===== config.mk =====
export PLATFORM = sky130hd
export DESIGN_NAME = psw_top
export DESIGN_NICKNAME = d
export VERILOG_FILES = /design/src/core/psw_pkg.sv /design/src/core/psw_debounce.sv /design/src/core/psw_top.sv
export SDC_FILE = /design/constraint.sdc
export NUM_CORES = 1
export LEC_CHECK = 0
export ABC_CLOCK_PERIOD_IN_PS = 3310
export BUFFER_PORTS_ARGS = -buffer_cell sky130_fd_sc_hd__clkbuf_2
export CORE_MARGIN = 3
export CORE_UTILIZATION = 61
export DETAILED_ROUTE_END_ITERATION = 10
export PLACE_DENSITY = 0.78
export SLEW_MARGIN = 20
export SYNTH_ARGS = -nofsm -noshare
export SYNTH_HDL_FRONTEND = slang
export SYNTH_SLANG_ARGS = --single-unit

===== constraint.sdc =====
create_clock -name clock -period 3.31 [get_ports clock]
set_input_delay 0.1655 -clock clock [delete_from_list [all_inputs] [get_ports clock]]
set_output_delay 0.1655 -clock clock [all_outputs]
set_load 0.05 [all_outputs]

===== src/core/psw_pkg.sv =====
// Package: constants and types for the processor supervisor watchdog
package psw_pkg;

	localparam int unsigned CLK_HZ          = 25000000;
	localparam int unsigned CLK_PERIOD_NS   = 40;

	// Times in microseconds as printed
	localparam int unsigned HOLD_US         = 250000;
	localparam int unsigned BUTTON_DELAY_US = 10000;
	localparam int unsigned WD_SHORT_US     = 150000;
	localparam int unsigned WD_MID_US       = 600000;
	localparam int unsigned WD_LONG_US      = 1200000;

	// Cycle counts: least times round up
	localparam longint unsigned HOLD_CYC =
		(64'(HOLD_US) * 1000 + CLK_PERIOD_NS - 1) / CLK_PERIOD_NS;
	localparam longint unsigned BUTTON_DELAY_CYC =
		(64'(BUTTON_DELAY_US) * 1000 + CLK_PERIOD_NS - 1) / CLK_PERIOD_NS;
	localparam longint unsigned WD_SHORT_CYC =
		(64'(WD_SHORT_US) * 1000) / CLK_PERIOD_NS;
	localparam longint unsigned WD_MID_CYC =
		(64'(WD_MID_US) * 1000) / CLK_PERIOD_NS;
	localparam longint unsigned WD_LONG_CYC =
		(64'(WD_LONG_US) * 1000) / CLK_PERIOD_NS;

	localparam int unsigned CNT_W = 26;

	// Three-level select, decoded from two pins
	localparam logic [1:0] SEL_GROUND = 2'h0;
	localparam logic [1:0] SEL_FLOAT  = 2'h1;
	localparam logic [1:0] SEL_SUPPLY = 2'h2;

	typedef enum logic [1:0] {
		PSW_HOLD,
		PSW_RUN,
		PSW_FORCED
	} psw_state_type;

endpackage


===== src/core/psw_debounce.sv =====
// Manual reset input synchroniser and debouncer
`timescale 1ns/1ns
module psw_debounce #(
	parameter int unsigned DELAY_CYC = 250000
) (
	input  wire logic clock,
	input  wire logic rst_b,
	input  wire logic pin_n,
	output logic      pressed
);

	typedef struct packed {
		logic        s1;
		logic        s2;
		logic [25:0] cnt;
		logic        pressed;
	} psw_deb_type;

	psw_deb_type st_q;
	psw_deb_type st_d;

	localparam logic [25:0] LIMIT = 26'(DELAY_CYC - 1);

	always_comb begin
		st_d = st_q;
		st_d.s1 = pin_n;
		st_d.s2 = st_q.s1;
		// Low must persist; any high restarts the count
		if (st_q.s2) begin
			st_d.cnt = '0;
			st_d.pressed = 1'b0;
		end else if (st_q.cnt >= LIMIT) begin
			st_d.pressed = 1'b1;
		end else begin
			st_d.cnt = st_q.cnt + 26'h1;
		end
	end

	always_ff @(posedge clock) begin
		if (!rst_b) begin
			st_q <= '{s1: 1'b1, s2: 1'b1, cnt: '0, pressed: 1'b0};
		end else begin
			st_q <= st_d;
		end
	end

	assign pressed = st_q.pressed;

endmodule // psw_debounce


===== src/core/psw_top.sv =====
// Processor supervisor: reset generator with watchdog
// Function
// - Reset outputs go active once manual reset has been low for the delay.
// - Reset stays active at least 250 ms after manual reset returns high.
// - Manual reset lows under 1 ms are ignored, 20 ms or more always act.
// - No kick within the selected period forces both reset outputs active.
// - Timeout select picks 150, 600 or 1200 ms for ground, float, supply.
// - The watchdog times only once reset is released, never during reset.
// - A falling kick edge before expiry restarts a full period.
// - Watchdog expiry asserts reset for at least 250 ms.
// - Only falling kick edges count; rising edges and levels do not.
// - Periods fall within 62.5-250, 250-1000 and 500-2000 ms.
// - An active-high push-pull and active-low open-drain reset move together; the open-drain is driven low only while reset is inactive.
// - Undervoltage forces reset and holds it 250 ms after it clears.
`timescale 1ns/1ns
module psw_top #(
	parameter longint unsigned HOLD_CYC     = psw_pkg::HOLD_CYC,
	parameter longint unsigned BUTTON_CYC   = psw_pkg::BUTTON_DELAY_CYC,
	parameter longint unsigned WD_SHORT_CYC = psw_pkg::WD_SHORT_CYC,
	parameter longint unsigned WD_MID_CYC   = psw_pkg::WD_MID_CYC,
	parameter longint unsigned WD_LONG_CYC  = psw_pkg::WD_LONG_CYC
) (
	input  wire logic       clock,
	input  wire logic       rst_b,
	input  wire logic       manual_reset_n,
	input  wire logic       watchdog_kick_n,
	input  wire logic [1:0] timeout_select,
	input  wire logic       undervoltage,
	output logic            reset_out,
	output logic            reset_out_n_o,
	output logic            reset_out_n_oe
);

	localparam int unsigned W = psw_pkg::CNT_W;

	typedef struct packed {
		logic [1:0]              uv_sync;
		logic [1:0]              kick_sync;
		logic                    kick_prev;
		logic [1:0]              sel_sync0;
		logic [1:0]              sel_sync1;
		psw_pkg::psw_state_type  state;
		logic [W-1:0]            cnt;
		logic                    rst_active;
	} psw_top_type;

	psw_top_type st_q;
	psw_top_type st_d;
	logic        button_pressed;

	// Period for the selected timeout level
	function automatic logic [W-1:0] period_of(input logic [1:0] sel);
		case (sel)
			psw_pkg::SEL_GROUND: period_of = W'(WD_SHORT_CYC);
			psw_pkg::SEL_FLOAT:  period_of = W'(WD_MID_CYC);
			psw_pkg::SEL_SUPPLY: period_of = W'(WD_LONG_CYC);
			default:             period_of = W'(WD_MID_CYC);
		endcase
	endfunction

	psw_debounce #(
		.DELAY_CYC (int'(BUTTON_CYC))
	) u_debounce (
		.clock   (clock),
		.rst_b   (rst_b),
		.pin_n   (manual_reset_n),
		.pressed (button_pressed)
	);

	////////////////////////////////////////////////////////////////////////
	logic kick_fall;
	logic force_src;

	always_comb begin
		st_d = st_q;
		st_d.uv_sync   = {st_q.uv_sync[0], undervoltage};
		st_d.kick_sync = {st_q.kick_sync[0], watchdog_kick_n};
		st_d.kick_prev = st_q.kick_sync[1];
		st_d.sel_sync0 = timeout_select;
		st_d.sel_sync1 = st_q.sel_sync0;
		// One pulse per high-to-low transition only
		kick_fall = st_q.kick_prev & ~st_q.kick_sync[1];
		force_src = button_pressed | st_q.uv_sync[1];

		case (st_q.state)
			psw_pkg::PSW_FORCED: begin
				st_d.rst_active = 1'b1;
				st_d.cnt = '0;
				if (!force_src) begin
					st_d.state = psw_pkg::PSW_HOLD;
				end
			end
			psw_pkg::PSW_HOLD: begin
				st_d.rst_active = 1'b1;
				if (force_src) begin
					st_d.state = psw_pkg::PSW_FORCED;
					st_d.cnt = '0;
				end else if (st_q.cnt >= W'(HOLD_CYC - 1)) begin
					// Watchdog starts fresh on release
					st_d.state = psw_pkg::PSW_RUN;
					st_d.rst_active = 1'b0;
					st_d.cnt = '0;
				end else begin
					st_d.cnt = st_q.cnt + W'(1);
				end
			end
			psw_pkg::PSW_RUN: begin
				st_d.rst_active = 1'b0;
				if (force_src) begin
					st_d.state = psw_pkg::PSW_FORCED;
					st_d.rst_active = 1'b1;
					st_d.cnt = '0;
				end else if (kick_fall) begin
					st_d.cnt = '0;
				end else if (st_q.cnt >= period_of(st_q.sel_sync1) - W'(1)) begin
					// Expiry: hold reset the full interval
					st_d.state = psw_pkg::PSW_HOLD;
					st_d.rst_active = 1'b1;
					st_d.cnt = '0;
				end else begin
					st_d.cnt = st_q.cnt + W'(1);
				end
			end
			default: begin
				st_d.state = psw_pkg::PSW_HOLD;
				st_d.rst_active = 1'b1;
				st_d.cnt = '0;
			end
		endcase
	end

	////////////////////////////////////////////////////////////////////////
	// Power-up reset enters hold with outputs active
	always_ff @(posedge clock) begin
		if (!rst_b) begin
			st_q <= '{uv_sync: 2'h0, kick_sync: 2'h3, kick_prev: 1'b1,
				sel_sync0: 2'h0, sel_sync1: 2'h0,
				state: psw_pkg::PSW_HOLD, cnt: '0, rst_active: 1'b1};
			reset_out <= 1'b1;
			reset_out_n_o <= 1'b0;
			reset_out_n_oe <= 1'b0;
		end else begin
			st_q <= st_d;
			// Both outputs share one flop's next value
			reset_out <= st_d.rst_active;
			reset_out_n_o <= 1'b0;
			reset_out_n_oe <= ~st_d.rst_active;
		end
	end

endmodule // psw_top


=== Yosys cells after proc, flatten, opt, wreduce, memory -nomap -nowiden ===
Cells that the tools add are included.

* Bits in registers: 68
* Input port bits: 7
* Output and inout port bits: 3
* Logic and storage cells: 53

* Add/subtract/negate cells: 3
* Magnitude comparators: 3
* Eq/ne operators: 7
* Mux-type cells: 18
* Bitwise operators: 5
* Reduce and logical (&&, ||, !) cells: 4

{| class="wikitable"
|+ Operators by type and width
! cell !! number
|-
| two-way mux 26 bit || 6
|-
| case mux 29 bit (3 select lines) || 1
|-
| adder 26 x 1 -> 26 bit (second input constant) || 2
|-
| case mux 25 bit (2 select lines) || 1
|-
| two-way mux 29 bit || 1
|-
| two-way mux 28 bit || 1
|-
| >= comparator 26 x 18 -> 1 bit (second input constant) || 1
|-
| >= comparator 26 x 23 -> 1 bit (second input constant) || 1
|-
| >= comparator 26 bit || 1
|-
| subtractor 26 x 1 -> 26 bit (second input constant) || 1
|-
| != test 3 bit (second input constant) || 3
|-
| two-way mux 2 bit || 4
|-
| == test 2 bit (second input constant) || 2
|-
| logical NOT 2 bit || 2
|-
| two-way mux 1 bit || 4
|-
| AND reduction 4 bit || 1
|-
| inverter 1 bit || 3
|-
| == test 2 x 1 -> 1 bit (second input constant) || 1
|-
| != test 2 bit (second input constant) || 1
|-
| OR reduction 2 bit || 1
|-
| bitwise AND 1 bit || 1
|-
| bitwise OR 1 bit || 1
|}

=== Longest topological paths before layout ===
* Word-level depth: 12
* Depth in mapped cells: 11
* Mapped depth without buffers: 9

=== Cells and area by module ===
Synthesis repeated with hierarchy kept, for this count alone.

* Cells, all modules: 370
* Area total of the unflattened synthesis: 3338.2 um^2

{| class="wikitable"
|+ By module, submodules not included
! module !! times used !! cells each !! area an instance (um^2) !! sequential area each (um^2)
|-
| psw_top || 1 || 234 || 2062.0 || 780.7
|-
| psw_debounce || 1 || 136 || 1276.2 || 580.6
|}

=== Least setup slack after synthesis ===
OpenSTA, ideal clock, no wires.

* Path kind: reg-to-reg
* From: register st_q[29] (netlist name)
* To: register st_q[23] (netlist name)
* Setup time: 72 ps
* Arrival: 2433 ps
* Data required time: 3238 ps
* Setup slack: 804 ps
* Cell stages (with the launch flop): 12
* Path buffers: 2
* Clock period less this slack: 2506 ps
* Cells stage by stage: dfxtp_1 > nor2b_1 > inv_1 > ha_1 > a21o_1 > a2111oi_2 > o221a_2 > nand3_2 > o32a_1 > buf_6 > buf_8 > nor3b_2

* Cells in the longest elaborated chain, start to end: 11
* Elaborated cells between the ends (all ways): 12
* Those cells by class: add/sub: 1; order compare: 1; eq/ne: 1; mux: 8; reduce/logical: 1

{| class="wikitable"
|+ RTL lines
! item !! line !! text
|-
| from (decl) || psw_top.sv:47 || <nowiki>psw_top_type st_q;</nowiki>
|-
| from (signal assigned) || psw_top.sv:136 || <nowiki>st_q <= '{uv_sync: 2'h0, kick_sync: 2'h3, kick_prev: 1'b1,</nowiki>
|-
| from (signal assigned) || psw_top.sv:143 || <nowiki>st_q <= st_d;</nowiki>
|-
| == test 2 bit / logical NOT 2 bit (equally long branches) || psw_top.sv:53 || <nowiki>case (sel)</nowiki>
|-
| case mux 25 bit (2 select lines) (*) || psw_top.sv:53 ||
|-
| two-way mux 26 bit (*) || psw_top.sv:113 || <nowiki>end else if (kick_fall) begin</nowiki>
|-
| two-way mux 26 bit (*) || psw_top.sv:109 || <nowiki>if (force_src) begin</nowiki>
|-
| two-way mux 26 bit (*) || psw_top.sv:85 || <nowiki>case (st_q.state)</nowiki>
|-
| subtractor 26 x 1 -> 26 bit (*) || psw_top.sv:115 || <nowiki>end else if (st_q.cnt >= period_of(st_q.sel_sync1) - W'(1)) begin</nowiki>
|-
| >= comparator 26 bit (*) || psw_top.sv:115 ||
|-
| two-way mux 26 bit (*) || psw_top.sv:115 ||
|-
| two-way mux 26 bit (*) || psw_top.sv:113 ||
|-
| two-way mux 29 bit (*) || psw_top.sv:109 ||
|-
| case mux 29 bit (3 select lines) (*) || psw_top.sv:85 ||
|}

Mark *: on every way between the ends. The rest lies on a longest branch, timed or not. The select of a mux whose other input is x is not followed.
A chain may end at the register's enable or synchronous reset.

=== Worst setup path after layout ===
* From: register st_q[29] (netlist name)
* To: register st_q[18] (netlist name)

The elaborated chain is that of the path after synthesis.

==> results.sh <==
export IMPL_status="completed"
export IMPL_grt_use_met2_pct=32.6
export IMPL_grt_max_degree=44
export IMPL_fin_skew_ns=0.0173
export IMPL_synthArstFlopShare_pct=0
export IMPL_worst_pin_slew_ns=0.730
export IMPL_arrival_ns=3.05
export IMPL_min_from="watchdog_kick_n"
export IMPL_cts_setup_buffers=0
export IMPL_drive_above_1_share_pct=10.1
export IMPL_hold_end="st_d[35]"
export IMPL_worst_slack_ns=0.518
export IMPL_hp_class="in2reg"
export IMPL_whs_path_depth=2
export IMPL_clockBufferDepth=2
export IMPL_antenna_left=0
export IMPL_dpl_cell_area_um2=3520
export IMPL_r2r_end="st_q[18]"
export IMPL_nets=428
export IMPL_antenna_found_initial=0
export IMPL_fin_setup_tns_ns=0
export IMPL_synth_top_family_by_area="simple AND/OR/NAND/NOR gates"
export IMPL_synthToLayoutAreaGrowth_pct=6.92
export IMPL_r2r_setup_slack_ns=0.52
export IMPL_portBuffers=8
export IMPL_power_density_nw_per_um2=402
export IMPL_crit_type="reg2reg"
export IMPL_drtPass1Iterations=4
export IMPL_synthCells=389
export IMPL_worstPathMaxFanout=16
export IMPL_final_common_cell="dfxtp_1"
export IMPL_grt_pass1_vias=2480
export IMPL_yosysWarnings=0
export IMPL_vias=2682
export IMPL_drt_initial_drc_count=179
export IMPL_n_antenna_cell=0
export IMPL_vias_per_cell=5.66
export IMPL_grt_use_total_pct=22.1
export IMPL_drcViolationCount=0
export IMPL_drt_total_wl_um=6390
export IMPL_synth_edff_count=0
export IMPL_required_ns=3.57
export IMPL_final_cell_mix="68 x dfxtp_1, 40 x nand2_1, 40 x nor2_1"
export IMPL_synth_compound_area_share_pct=10.4
export IMPL_clk_pin_slew_ns=0.08
export IMPL_clock_sinks=68
export IMPL_overflow=0
export IMPL_die_h_um=81.3
export IMPL_insertion_delay_ns=0.35
export IMPL_setup_viol=0
export IMPL_finalCritPeriodShare_pct=84.4
export IMPL_hold_viol_final=0
export IMPL_relSlewSlack_pct=51.3
export IMPL_min_period_ns=2.79
export IMPL_slew_violations=0
export IMPL_p_leak_nw=1.45
export IMPL_synth_distinct_cells=58
export IMPL_htreeDepth=3
export IMPL_gr_usage_met1_pct=32.3
export IMPL_cp_end_kind="flip-flop"
export IMPL_syn_avg_cell_area_um2=8.88
export IMPL_start_util_pct=65.2
export IMPL_fp_row_count=26
export IMPL_synth_fa_ha_area_share_pct=7.97
export IMPL_clockRootBuffer="clkbuf_8"
export IMPL_die_x_um=81.3
export IMPL_gp_congestion=0.887
export IMPL_cts_tree="yes"
export IMPL_dp_slack_ns=0.556
export IMPL_synth_ff_type="dfxtp_1"
export IMPL_syn_area_um2=3460
export IMPL_numCtsBuffers=9
export IMPL_synth_xor_area_share_pct=8.36
export IMPL_grt_pass1_wl_um=11500
export IMPL_yosys_area_share_simple_pct=30.1
export IMPL_dpl_hpwl_um=4600
export IMPL_muxShareOfSynthArea_pct=0
export IMPL_ys_seq_area_share_pct=39.4
export IMPL_grt_use_met3_pct=4.66
export IMPL_ioPinCount=10
export IMPL_fmax_ghz=0.358
export IMPL_fin_area_um2=3690
export IMPL_grt_setup_unrepaired="no"
export IMPL_core_area_um2=5300
export IMPL_busiest_layer="met2"
export IMPL_peakVddDrop_mv=0.422
export IMPL_routedWlPerCell_um=13.5
export IMPL_r2r_cells=10
export IMPL_ys_ff_latch=68
export IMPL_rr_startpoint="st_q[29]"
export IMPL_cp_start_kind="flip-flop"
export IMPL_maxCapViolCount=0
export IMPL_die_area_um2=6600
[worst max-delay path by stage]
stage / startpoint / endpoint / cells after the start
after CTS: st_q[29] / st_q[20] / 10
final: st_q[29] / st_q[18] / 10
after global routing: st_q[29] / st_q[25] / 10
after global placement: st_q[29] / st_q[26] / 10
after detailed placement: st_q[29] / st_q[20] / 10
after floorplan: st_q[29] / st_q[23] / 11
[layout make-up]
type | instances | area (um^2)
Multi-Input combinational cell | 301 | 1980
Fill cell | 441 | 1610
Sequential cell | 68 | 1360
Clock buffer | 10 | 128
Tap cell | 70 | 87.6
Timing Repair Buffer | 12 | 72.6
Clock inverter | 6 | 41.3
Inverter | 7 | 26.3
[power by group]
part	total, mW	leakage [nW]	internal [mW]	switching, mW
logic	0.0641	0.825	0.0258	0.0383
clock network	0.588	0.0783	0.270	0.318
registers	0.835	0.551	0.828	0.00681
total	1.49	1.45	1.12	0.363
[what timing repair did]
action	4_1_cts	5_1_grt
hold endpoints to repair	1	0
hold buffers	1	0
setup endpoints to repair	0	0
gates resized for setup	0	0
[per-layer routing]
metal / vias up / part of all wire, % / wire [um]
met1: 1251 / 52 / 3290
met5: - / 0 / 0
met3: 2 / 4.3 / 274
li1: 1387 / - / -
met2: 42 / 44 / 2810
met4: 0 / 0.27 / 17
[cells in the mapped netlist, types with 3 or more instances]
cell type   n  share of area [%]
nand3_1    22                3.2
o31ai_1     3               0.65
ha_1       22                8.0
buf_6       3               0.98
clkbuf_1    6               0.65
or3_1       6                1.1
or4_1       5                1.1
nand2b_1    8                1.4
nor3b_2     4                1.4
or2_2       3               0.54
nand2_1    40                4.3
nand4_1     9                1.6
a21oi_1    13                1.9
and3_1      7                1.3
nor3b_1     7                1.5
nor3_1      5               0.72
buf_2       3               0.43
nor2_1     40                4.3
o21a_1      4               0.87
inv_1       7               0.76
dfxtp_1    68                 39
nor2b_1     5               0.91
nor4_1      6                1.1
and2_1     16                2.9
xnor2_1    11                2.8
o21ai_0     7                1.0
xor2_1     22                5.6
[worst max-delay path, cell delays in order (launching register included)]
cell and delay, ns:
dfxtp_1 0.39, or2_2 0.35, inv_1 0.18, ha_1 0.27, a41oi_1 0.23, nor3_1 0.09
o311ai_1 0.31, nand3_2 0.15, o32a_1 0.32, buf_4 0.21, nor3b_1 0.19
[sequential cells by signal (all words and copies together), names as in the netlist]
name	count
u_debounce.pressed	1
st_d	5
st_q	32
u_debounce.st_d	1
reset_out	1
u_debounce.st_q	27
reset_out_n_oe	1
[per-stage QoR]
step                cells  power [mW]  utilization [%]  hold slack (ns)
global route          474        1.55             69.7           0.0224
CTS                   474        1.50             69.7           0.0129
global placement      457       0.914             66.3            0.347
finish                474        1.49             69.7           0.0177
detailed placement    457       0.916             66.3            0.353
floorplan             391       0.904                -            0.239
[cells by family after synthesis]
group           count (synthesis)
xor+xnor                       33
buf+inv                        22
simple gates                  192
fa+ha+maj                      22
compound gates                 50
flops                          68
other cells                     2
No activity file was read; power rests on OpenSTA's default activity.
